### config.mk
export PLATFORM = sky130hd
export DESIGN_NAME = bridge_qos_issue_sync_regs
export DESIGN_NICKNAME = d
export VERILOG_FILES = /design/src/hw/bridge_qos_issue_sync_regs.v /design/src/hw/cfg_field_reg.v
export VERILOG_INCLUDE_DIRS = /design/src /design/src/shared
export SDC_FILE = /design/constraint.sdc
export NUM_CORES = 1
export LEC_CHECK = 0
export ABC_AREA = 1
export BUFFER_PORTS_ARGS = -buffer_cell sky130_fd_sc_hd__buf_4
export CAP_MARGIN = 20
export CORE_ASPECT_RATIO = 1.1
export CORE_MARGIN = 4
export CORE_UTILIZATION = 40
export DETAILED_ROUTE_END_ITERATION = 12
export GPL_TIMING_DRIVEN = 0
export PLACE_DENSITY = 0.73
export SYNTH_ARGS = -nofsm -noshare
export SYNTH_HDL_FRONTEND = slang
export SYNTH_SLANG_ARGS = --single-unit
### constraint.sdc
create_clock -name SYS_CLK -period 3.7 [get_ports SYS_CLK]
set_input_delay 0.74 -clock SYS_CLK [delete_from_list [all_inputs] [get_ports SYS_CLK]]
set_output_delay 0.74 -clock SYS_CLK [all_outputs]
set_load 0.05 [all_outputs]
### src/shared/bridge_regs_consts.vh
// constants for the bridge control register bank
// assumes byte addresses on a 32-bit AHB-Lite bus, one word per register
`ifndef BRIDGE_REGS_CONSTS_VH
`define BRIDGE_REGS_CONSTS_VH

// address windows, selected by address bits 13:12
`define WIN_SLAVE_SIDE      2'h0
`define WIN_BRIDGE          2'h1
`define WIN_STATUS          2'h2

// slave-side interface block offsets
`define OFS_READ_PRIO       12'h100
`define OFS_WRITE_PRIO      12'h104
`define OFS_ISSUE_LIMIT     12'h108

// internal bridge block offsets
`define OFS_SWITCH_ISSUE    12'h008
`define OFS_CROSSING        12'h020

// block status window offset
`define OFS_STATUS          12'h000

// field widths
`define PRIO_W              4
`define ISSUE_W             2
`define CROSS_W             3

// reset values
`define PRIO_RST            4'h0
`define ISSUE_RST           2'h0
`define CROSS_RST           3'h4

// issuing override bit positions
`define ISSUE_RD_BIT        0
`define ISSUE_WR_BIT        1

// crossing scheme encodings
`define CROSS_SYNC_1_1      3'h0
`define CROSS_SYNC_M_1      3'h1
`define CROSS_SYNC_1_N      3'h2
`define CROSS_SYNC_M_N      3'h3
`define CROSS_ASYNC         3'h4

// status register bit positions
`define STAT_QOS_BIT        0
`define STAT_CROSS_BIT      1
`define STAT_REJECT_BIT     2

// ahb codes
`define HTRANS_NONSEQ_BIT   1
`define HSIZE_WORD          3'h2
`define HRESP_OKAY          1'h0

`endif

### src/hw/bridge_qos_issue_sync_regs.v
// control register bank for a slave-side interface block and an
// internal bridge block, reached over one AHB-Lite slave port
// assumes one clock; the bus is a single-master AHB-Lite segment
//
// Behaviour
// RULE1: slave-side read priority level, 4 bits read/write, resets to zero.
// RULE2: slave-side write priority level, 4 bits read/write, resets to zero.
// RULE3: both priority registers exist only when priority is programmable.
// RULE4: programmable priority registers take a configured reset value.
// RULE5: slave-side 2-bit override limits a direction to one outstanding.
// RULE6: override bit 0 is read, bit 1 is write, active high, reset 0.
// RULE7: bridge 2-bit override forces preceding switch issuing to one.
// RULE8: bridge override bit 0 read, bit 1 write, active high, reset 0.
// RULE9: 3-bit crossing select exists when crossing programmable, resets 4.
// RULE10: crossing codes: 0 1:1, 1 m:1, 2 1:n, 3 m:n, 4 async.
// RULE11: software must not program crossing codes 5, 6 or 7.
// RULE12: reserved offsets read zero and ignore writes.
`timescale 1ns/1ps
`include "bridge_regs_consts.vh"

module bridge_qos_issue_sync_regs #(
  parameter                  QOS_PROGRAMMABLE      = 1,
  parameter [`PRIO_W-1:0]    READ_PRIO_RESET       = `PRIO_RST,
  parameter [`PRIO_W-1:0]    WRITE_PRIO_RESET      = `PRIO_RST,
  parameter                  CROSSING_PROGRAMMABLE = 1
) (
  // clock and reset
  input  wire                 SYS_CLK,
  input  wire                 ARST_N,
  // ahb-lite slave
  input  wire                 HSEL,
  input  wire [31:0]          HADDR,
  input  wire [1:0]           HTRANS,
  input  wire                 HWRITE,
  input  wire [2:0]           HSIZE,
  input  wire [31:0]          HWDATA,
  input  wire                 HREADY,
  output reg  [31:0]          HRDATA,
  output reg                  HREADYOUT,
  output reg                  HRESP,
  // slave-side interface block controls
  output wire [`PRIO_W-1:0]   READ_PRIORITY_LEVEL,
  output wire [`PRIO_W-1:0]   WRITE_PRIORITY_LEVEL,
  output reg                  READ_ISSUE_LIMIT,
  output reg                  WRITE_ISSUE_LIMIT,
  // internal bridge block controls
  output reg                  SWITCH_READ_ISSUE_LIMIT,
  output reg                  SWITCH_WRITE_ISSUE_LIMIT,
  output wire [`CROSS_W-1:0]  CROSSING_SCHEME,
  output reg  [4:0]           CROSSING_SEL
);

  ////////////////////////////////////////////////////////////////////////////
  // bus address and data phase

  wire        addr_phase;
  wire        rd_req;
  wire        wr_req;
  wire [1:0]  req_win;
  wire [11:0] req_ofs;
  wire        req_upper_zero;

  reg         wr_pend_r;
  reg  [1:0]  wr_win_r;
  reg  [11:0] wr_ofs_r;
  reg         wr_word_r;
  reg         wr_hi_ok_r;

  assign addr_phase     = HSEL & HREADY & HTRANS[`HTRANS_NONSEQ_BIT];
  assign rd_req         = addr_phase & ~HWRITE;
  assign wr_req         = addr_phase & HWRITE;
  assign req_win        = HADDR[13:12];
  assign req_ofs        = HADDR[11:0];
  // anything above the three windows is unmapped and reads as zero
  assign req_upper_zero = (HADDR[31:14] == 18'h00000);

  always @(posedge SYS_CLK or negedge ARST_N) begin
    if (!ARST_N) begin
      wr_pend_r  <= 1'b0;
      wr_win_r   <= 2'h0;
      wr_ofs_r   <= 12'h000;
      wr_word_r  <= 1'b0;
      wr_hi_ok_r <= 1'b0;
    end else begin
      wr_pend_r  <= wr_req;
      wr_win_r   <= req_win;
      wr_ofs_r   <= req_ofs;
      // partial-word writes are taken as no-ops, not merged
      wr_word_r  <= (HSIZE == `HSIZE_WORD);
      wr_hi_ok_r <= req_upper_zero;
    end
  end

  ////////////////////////////////////////////////////////////////////////////
  // write strobes, live in the data phase

  wire wr_ok;
  wire wr_slave_side;
  wire wr_bridge;
  wire wr_status;
  wire we_read_prio;
  wire we_write_prio;
  wire we_issue;
  wire we_switch;
  wire we_cross_hit;
  wire we_cross;
  wire cross_bad_code;

  assign wr_ok         = wr_pend_r & wr_word_r & wr_hi_ok_r;
  assign wr_slave_side = wr_ok & (wr_win_r == `WIN_SLAVE_SIDE);
  assign wr_bridge     = wr_ok & (wr_win_r == `WIN_BRIDGE);
  assign wr_status     = wr_ok & (wr_win_r == `WIN_STATUS) &
                         (wr_ofs_r == `OFS_STATUS);

  // every other offset decodes to no strobe, so writes there vanish
  assign we_read_prio  = wr_slave_side & (wr_ofs_r == `OFS_READ_PRIO);  // RULE12
  assign we_write_prio = wr_slave_side & (wr_ofs_r == `OFS_WRITE_PRIO);
  assign we_issue      = wr_slave_side & (wr_ofs_r == `OFS_ISSUE_LIMIT);
  assign we_switch     = wr_bridge & (wr_ofs_r == `OFS_SWITCH_ISSUE);
  assign we_cross_hit  = wr_bridge & (wr_ofs_r == `OFS_CROSSING);

  // codes above async are refused so the crossing never sees them
  assign cross_bad_code = (HWDATA[`CROSS_W-1:0] > `CROSS_ASYNC);  // RULE11
  assign we_cross       = we_cross_hit & ~cross_bad_code;

  ////////////////////////////////////////////////////////////////////////////
  // slave-side interface block fields

  wire [`PRIO_W-1:0]  read_prio_nxt;
  wire [`PRIO_W-1:0]  write_prio_nxt;
  wire [`ISSUE_W-1:0] issue_nxt;
  wire [`ISSUE_W-1:0] issue_q;

  cfg_field_reg #(
    .W       (`PRIO_W),
    .RST     (READ_PRIO_RESET),                                   // RULE4
    .PRESENT (QOS_PROGRAMMABLE)                                   // RULE3
  ) u_read_prio (
    .clk     (SYS_CLK),
    .arst_n  (ARST_N),
    .wr_en   (we_read_prio),                                      // RULE1
    .wr_data (HWDATA[`PRIO_W-1:0]),
    .nxt     (read_prio_nxt),
    .q       (READ_PRIORITY_LEVEL)
  );

  cfg_field_reg #(
    .W       (`PRIO_W),
    .RST     (WRITE_PRIO_RESET),                                  // RULE4
    .PRESENT (QOS_PROGRAMMABLE)                                   // RULE3
  ) u_write_prio (
    .clk     (SYS_CLK),
    .arst_n  (ARST_N),
    .wr_en   (we_write_prio),                                     // RULE2
    .wr_data (HWDATA[`PRIO_W-1:0]),
    .nxt     (write_prio_nxt),
    .q       (WRITE_PRIORITY_LEVEL)
  );

  cfg_field_reg #(
    .W       (`ISSUE_W),
    .RST     (`ISSUE_RST),                                        // RULE6
    .PRESENT (1)
  ) u_issue (
    .clk     (SYS_CLK),
    .arst_n  (ARST_N),
    .wr_en   (we_issue),                                          // RULE5
    .wr_data (HWDATA[`ISSUE_W-1:0]),
    .nxt     (issue_nxt),
    .q       (issue_q)
  );

  ////////////////////////////////////////////////////////////////////////////
  // internal bridge block fields

  wire [`ISSUE_W-1:0] switch_nxt;
  wire [`ISSUE_W-1:0] switch_q;
  wire [`CROSS_W-1:0] cross_nxt;

  cfg_field_reg #(
    .W       (`ISSUE_W),
    .RST     (`ISSUE_RST),                                        // RULE8
    .PRESENT (1)
  ) u_switch (
    .clk     (SYS_CLK),
    .arst_n  (ARST_N),
    .wr_en   (we_switch),                                         // RULE7
    .wr_data (HWDATA[`ISSUE_W-1:0]),
    .nxt     (switch_nxt),
    .q       (switch_q)
  );

  cfg_field_reg #(
    .W       (`CROSS_W),
    .RST     (`CROSS_RST),                                        // RULE9
    .PRESENT (CROSSING_PROGRAMMABLE)                              // RULE9
  ) u_cross (
    .clk     (SYS_CLK),
    .arst_n  (ARST_N),
    .wr_en   (we_cross),
    .wr_data (HWDATA[`CROSS_W-1:0]),
    .nxt     (cross_nxt),
    .q       (CROSSING_SCHEME)
  );

  ////////////////////////////////////////////////////////////////////////////
  // override and crossing outputs, registered from the forwarded values

  reg  [4:0] cross_sel_nxt;
  wire       cross_sel_seed;
  wire       qos_seed;

  // build-time presence flags, also reported in the status word
  assign cross_sel_seed = (CROSSING_PROGRAMMABLE != 0);
  assign qos_seed       = (QOS_PROGRAMMABLE != 0);

  // an absent crossing register must not look like a 1:1 select, so the
  // one-hot is forced low rather than decoded from the zero field
  always @* begin
    cross_sel_nxt = 5'h00;
    if (cross_sel_seed) begin
      case (cross_nxt)
        `CROSS_SYNC_1_1: cross_sel_nxt = 5'h01;                   // RULE10
        `CROSS_SYNC_M_1: cross_sel_nxt = 5'h02;                   // RULE10
        `CROSS_SYNC_1_N: cross_sel_nxt = 5'h04;                   // RULE10
        `CROSS_SYNC_M_N: cross_sel_nxt = 5'h08;                   // RULE10
        `CROSS_ASYNC:    cross_sel_nxt = 5'h10;                   // RULE10
        default:         cross_sel_nxt = 5'h00;
      endcase
    end
  end

  // outputs follow the field value in the same cycle the field updates; the crossing select resets to zero and catches up one edge later
  always @(posedge SYS_CLK or negedge ARST_N) begin
    if (!ARST_N) begin
      READ_ISSUE_LIMIT         <= 1'b0;
      WRITE_ISSUE_LIMIT        <= 1'b0;
      SWITCH_READ_ISSUE_LIMIT  <= 1'b0;
      SWITCH_WRITE_ISSUE_LIMIT <= 1'b0;
      CROSSING_SEL             <= 5'h00;
    end else begin
      READ_ISSUE_LIMIT         <= issue_nxt[`ISSUE_RD_BIT];       // RULE6
      WRITE_ISSUE_LIMIT        <= issue_nxt[`ISSUE_WR_BIT];       // RULE6
      SWITCH_READ_ISSUE_LIMIT  <= switch_nxt[`ISSUE_RD_BIT];      // RULE8
      SWITCH_WRITE_ISSUE_LIMIT <= switch_nxt[`ISSUE_WR_BIT];      // RULE8
      CROSSING_SEL             <= cross_sel_nxt;
    end
  end

  ////////////////////////////////////////////////////////////////////////////
  // block status: configuration and refused-code flag

  reg  reject_r;
  wire reject_nxt;
  wire reject_clr;

  assign reject_clr = wr_status & HWDATA[`STAT_REJECT_BIT];
  // a refusal in the clearing cycle still leaves the flag set
  assign reject_nxt = (we_cross_hit & cross_bad_code &
                       cross_sel_seed) | (reject_r & ~reject_clr);

  always @(posedge SYS_CLK or negedge ARST_N) begin
    if (!ARST_N) begin
      reject_r <= 1'b0;
    end else begin
      reject_r <= reject_nxt;
    end
  end

  wire [31:0] status_word;

  assign status_word = {29'h00000000,
                        reject_nxt,
                        cross_sel_seed,
                        qos_seed};

  ////////////////////////////////////////////////////////////////////////////
  // read mux
  // reads see the forwarded next values, so a read right behind a
  // write to the same field returns the new value with no wait state

  reg [31:0] rd_val;

  always @* begin
    rd_val = 32'h00000000;                                        // RULE12
    if (req_upper_zero) begin
      case (req_win)
        `WIN_SLAVE_SIDE: begin
          case (req_ofs)
            `OFS_READ_PRIO:   rd_val[`PRIO_W-1:0]  = read_prio_nxt;
            `OFS_WRITE_PRIO:  rd_val[`PRIO_W-1:0]  = write_prio_nxt;
            `OFS_ISSUE_LIMIT: rd_val[`ISSUE_W-1:0] = issue_nxt;
            default:          rd_val = 32'h00000000;
          endcase
        end
        `WIN_BRIDGE: begin
          case (req_ofs)
            `OFS_SWITCH_ISSUE: rd_val[`ISSUE_W-1:0] = switch_nxt;
            `OFS_CROSSING:     rd_val[`CROSS_W-1:0] = cross_nxt;
            default:           rd_val = 32'h00000000;
          endcase
        end
        `WIN_STATUS: begin
          if (req_ofs == `OFS_STATUS) begin
            rd_val = status_word;
          end
        end
        default: rd_val = 32'h00000000;
      endcase
    end
  end

  ////////////////////////////////////////////////////////////////////////////
  // response: zero wait states, always okay

  always @(posedge SYS_CLK or negedge ARST_N) begin
    if (!ARST_N) begin
      HRDATA    <= 32'h00000000;
      HREADYOUT <= 1'b1;
      HRESP     <= `HRESP_OKAY;
    end else begin
      HREADYOUT <= 1'b1;
      HRESP     <= `HRESP_OKAY;
      if (rd_req) begin
        HRDATA <= rd_val;
      end else begin
        HRDATA <= 32'h00000000;
      end
    end
  end

endmodule

### src/hw/cfg_field_reg.v
// one software-writable control field with forwarded next value
// assumes a single clock and an active-low asynchronous reset
`timescale 1ns/1ps

module cfg_field_reg #(
  parameter         W       = 4,
  parameter [W-1:0] RST     = {W{1'b0}},
  parameter         PRESENT = 1
) (
  // clock and reset
  input  wire         clk,
  input  wire         arst_n,
  // write side
  input  wire         wr_en,
  input  wire [W-1:0] wr_data,
  // field value
  output wire [W-1:0] nxt,
  output reg  [W-1:0] q
);

  // an absent field holds zero and ignores every write
  localparam [W-1:0] RVAL = (PRESENT != 0) ? RST : {W{1'b0}};

  ////////////////////////////////////////////////////////////////////////////
  assign nxt = ((PRESENT != 0) && wr_en) ? wr_data : q;

  always @(posedge clk or negedge arst_n) begin
    if (!arst_n) begin
      q <= RVAL;
    end else begin
      q <= nxt;
    end
  end

endmodule

==> summary.md <==
| Metric | Value |
|---|---|
| EDFF count, synth | 0 |
| Remaining DRCs | 0 |
| Final Hold Viols | 0 |
| Most frequent cell after synthesis | nand2_1 |
| Post-Route WL | between 5000 and 6000 um |
| Outcome | complete, no violations |
| First-pass GRT wire length | around 9000 um |
| Top achievable clock speed | between 500 and 600 MHz |
| Vias in the first global route | between 2000 and 2500 |
| Slowest cell on crit path | dfstp_2 |
| Final instance count without filler cells | 478 |
| P_leak | 0.00176 uW |
| Worst-margin pin slew | 0.511 ns |
| Detailed router's first-iteration violation count | 89 |
| Dpl hpwl | around 4500 um |
| Clk_lat worst skew | roughly 0.3 ns |
| CP required | 2.96 ns |
| Slowest stage delay, CP | 0.55 ns |
| Yosys top cell by area | dfrtp_1 |
| P&R area growth vs syn | 33.0% |
| Worst-path maximum fanout | 2 |
| Cell variety after synth | 33 |
| Setup TNS | 0 ns |
| Die H | 90.2 um |
| Post-CTS Resized | 0 |
| Total congestion overflow | 0 |
| Layout cell share with drive strength beyond 1 | 0.369 |
| Setup Skew | 0.00439 ns |
| Filler Cell Count | 561 |
| Vias | 2034 |
| Share of the synthesized area in the top cell type | 0.418 |
| Num ports | about 130 |
| H-tree level count | 2 |
| Cell Pwr Density | approximately 300 nW/um^2 |
| Fin. max-slew vios | 0 |
| FFs w/ async S/R, synth | 1.00 |
| Crit-path cells | buf_4 |
| Sequential fraction of the synthesis area | 0.429 |
| CP bufs+invs | 1 |
| Largest net degree at the start of global routing | 43 |
| VDD IR max | 168 uV |
| Crit Path Category | reg2out |
| Clock buffer depth | 2 |
| CP top delay family | flip-flops |
| Mapped Cells | 297 |
| FP Rows | 29 |
| Placed Instances | 470 |
| Antenna Cells | 0 |
| Initial antenna violation count | 0 |
| Mapped Avg Cell Area | approximately 8.3 um^2 |
| Router iterations before antenna repair | 4 |
| CTS tree | done |
| Worst setup SP type | flop |
| Final instance area | 3260 um^2 |
| Core region area | 5880 um^2 |
| Root buffer cell | clkbuf_8 |
| CP endpoint kind | output pin |
| CP arrival | 1.04 ns |
| Final ANT Viol Nets | 0 |
| Synth top cells by count | nand2_1, dfrtp_1, inv_1 |
| Vias per Instance | roughly 4.3 |
| # setup viols final | 0 |
| IO Port Bufs | 68 |
| Placer Congestion | 0.850 |
| Postcts setup bufs | 0 |
| Number of max-cap violations | 0 |
| FF+latch count, synth | 42 |
| Die W | 82.7 um |
| Period utilization | 0.481 |
| Top cells by area, synth | dfrtp_1, buf_4, nand2_1 |
| Reg clk slew, reported paths | 0.09 ns |
| Die footprint | 7460 um^2 |
| Cts hold-fix bufs | 0 |
| Inserted Clock Buffers | 5 |
| Final net count | 474 |
| Slew headroom | 0.659 |
| Synth warn | 0 |
| Initial core utilization | 0.418 |
| Sink Count | between 40 and 50 |
| Routed wire per std cell | 11.1 um |
| Netlist area before placement | 2450 um^2 |
| Tot GR Track Use | 0.156 |
| RSZ-0062 raised after global routing | no |
| Dpl cell area | 3170 um^2 |
| Tmin final | 1.78 ns |
| Worst hold path type | in2async |
| Fin util | 0.555 |
| Most used DFF post-synth | dfrtp_1 |
## registers in the layout (all words and copies together) (netlist names)
name	count
wr_ofs_r	12
CROSSING_SEL	5
HRDATA	4
u_read_prio.q	4
u_write_prio.q	4
u_cross.q	3
wr_win_r	2
SWITCH_WRITE_ISSUE_LIMIT	1
WRITE_ISSUE_LIMIT	1
reject_r	1
u_issue.q	1
u_switch.q	1
wr_hi_ok_r	1
wr_pend_r	1
wr_word_r	1
## per-stage QoR
stage               power [uW]  setup WS [ns]  hold WS, ns
detailed placement         663           1.64        0.486
global route              1020           1.68        0.445
global placement           661           1.65        0.476
finish                     973           1.92        0.395
floorplan                  606           2.00        0.444
CTS                        981           1.91        0.422
## cell type report
type / instances / area [um^2] / share of cell area
multi-input cells: 204 / 1090 / 0.334
flip-flops and latches: 42 / 1050 / 0.322
repair buffers: 68 / 510 / 0.156
plain buffers: 31 / 236 / 0.0724
inverters: 48 / 181 / 0.0556
well taps: 77 / 96.3 / 0.0295
clock buffers: 5 / 68.8 / 0.0211
clock inverters: 3 / 28.8 / 0.00882
## report_power, final
| group | leakage [uW] | total, uW | switching (uW) | internal, uW |
|---|---|---|---|---|
| sequential | 0.000538 | 475 | 7.22 | 468 |
| clock | 0.0000506 | 319 | 178 | 141 |
| combinational | 0.00118 | 178 | 116 | 62.6 |
| total | 0.00176 | 973 | 301 | 671 |
## cell families (layout without fill, tap and decap cells)
group	Yosys count	after routing	share of synthesized area
and+or+nand+nor	163	163	0.365
other	2	30	0.00306
buffers and inverters	79	155	0.170
DFF	42	42	0.429
AOI/OAI and AO/OA	11	11	0.0331
## layer usage
metal | GRT usage | routed length (um)
met2 | 0.274 | 2870
met3 | 0.0370 | 254
met4 | 0.0518 | 78
met5 | 0 | 0
met1 | 0.180 | 2110
## worst paths after layout
| path | startpoint | endpoint | slack [ns] | cells past startpoint |
|---|---|---|---|---|
| worst max-delay path | u_cross.q[2]$_DFF_PN1_ | CROSSING_SCHEME[2] | 1.92 | 1 |
| worst min-delay path | ARST_N | u_issue.q[0]$_DFF_PN0_ | 0.39 | 1 |
| worst max register to register | wr_ofs_r[11]$_DFF_PN0_ | HRDATA[0]$_DFF_PN0_ | 2.12 | 8 |
| worst min register to register | u_write_prio.q[3]$_DFF_PN0_ | u_write_prio.q[3]$_DFF_PN0_ | 0.50 | 2 |
| max in group asynchronous | ARST_N | u_cross.q[2]$_DFF_PN1_ | 2.93 | 1 |
| min in group SYS_CLK | u_write_prio.q[3]$_DFF_PN0_ | u_write_prio.q[3]$_DFF_PN0_ | 0.50 | 2 |
## cells in the final DEF (no fill, tap or decap), types with 7 or more instances in the layout
cell type,instances
nand3_1,19
nor2_1,35
nand4_1,15
inv_1,40
inv_2,7
conb_1,30
dfrtp_1,41
buf_4,98
nand2_1,53
and2_1,9
(Power assumes the default switching activity.)
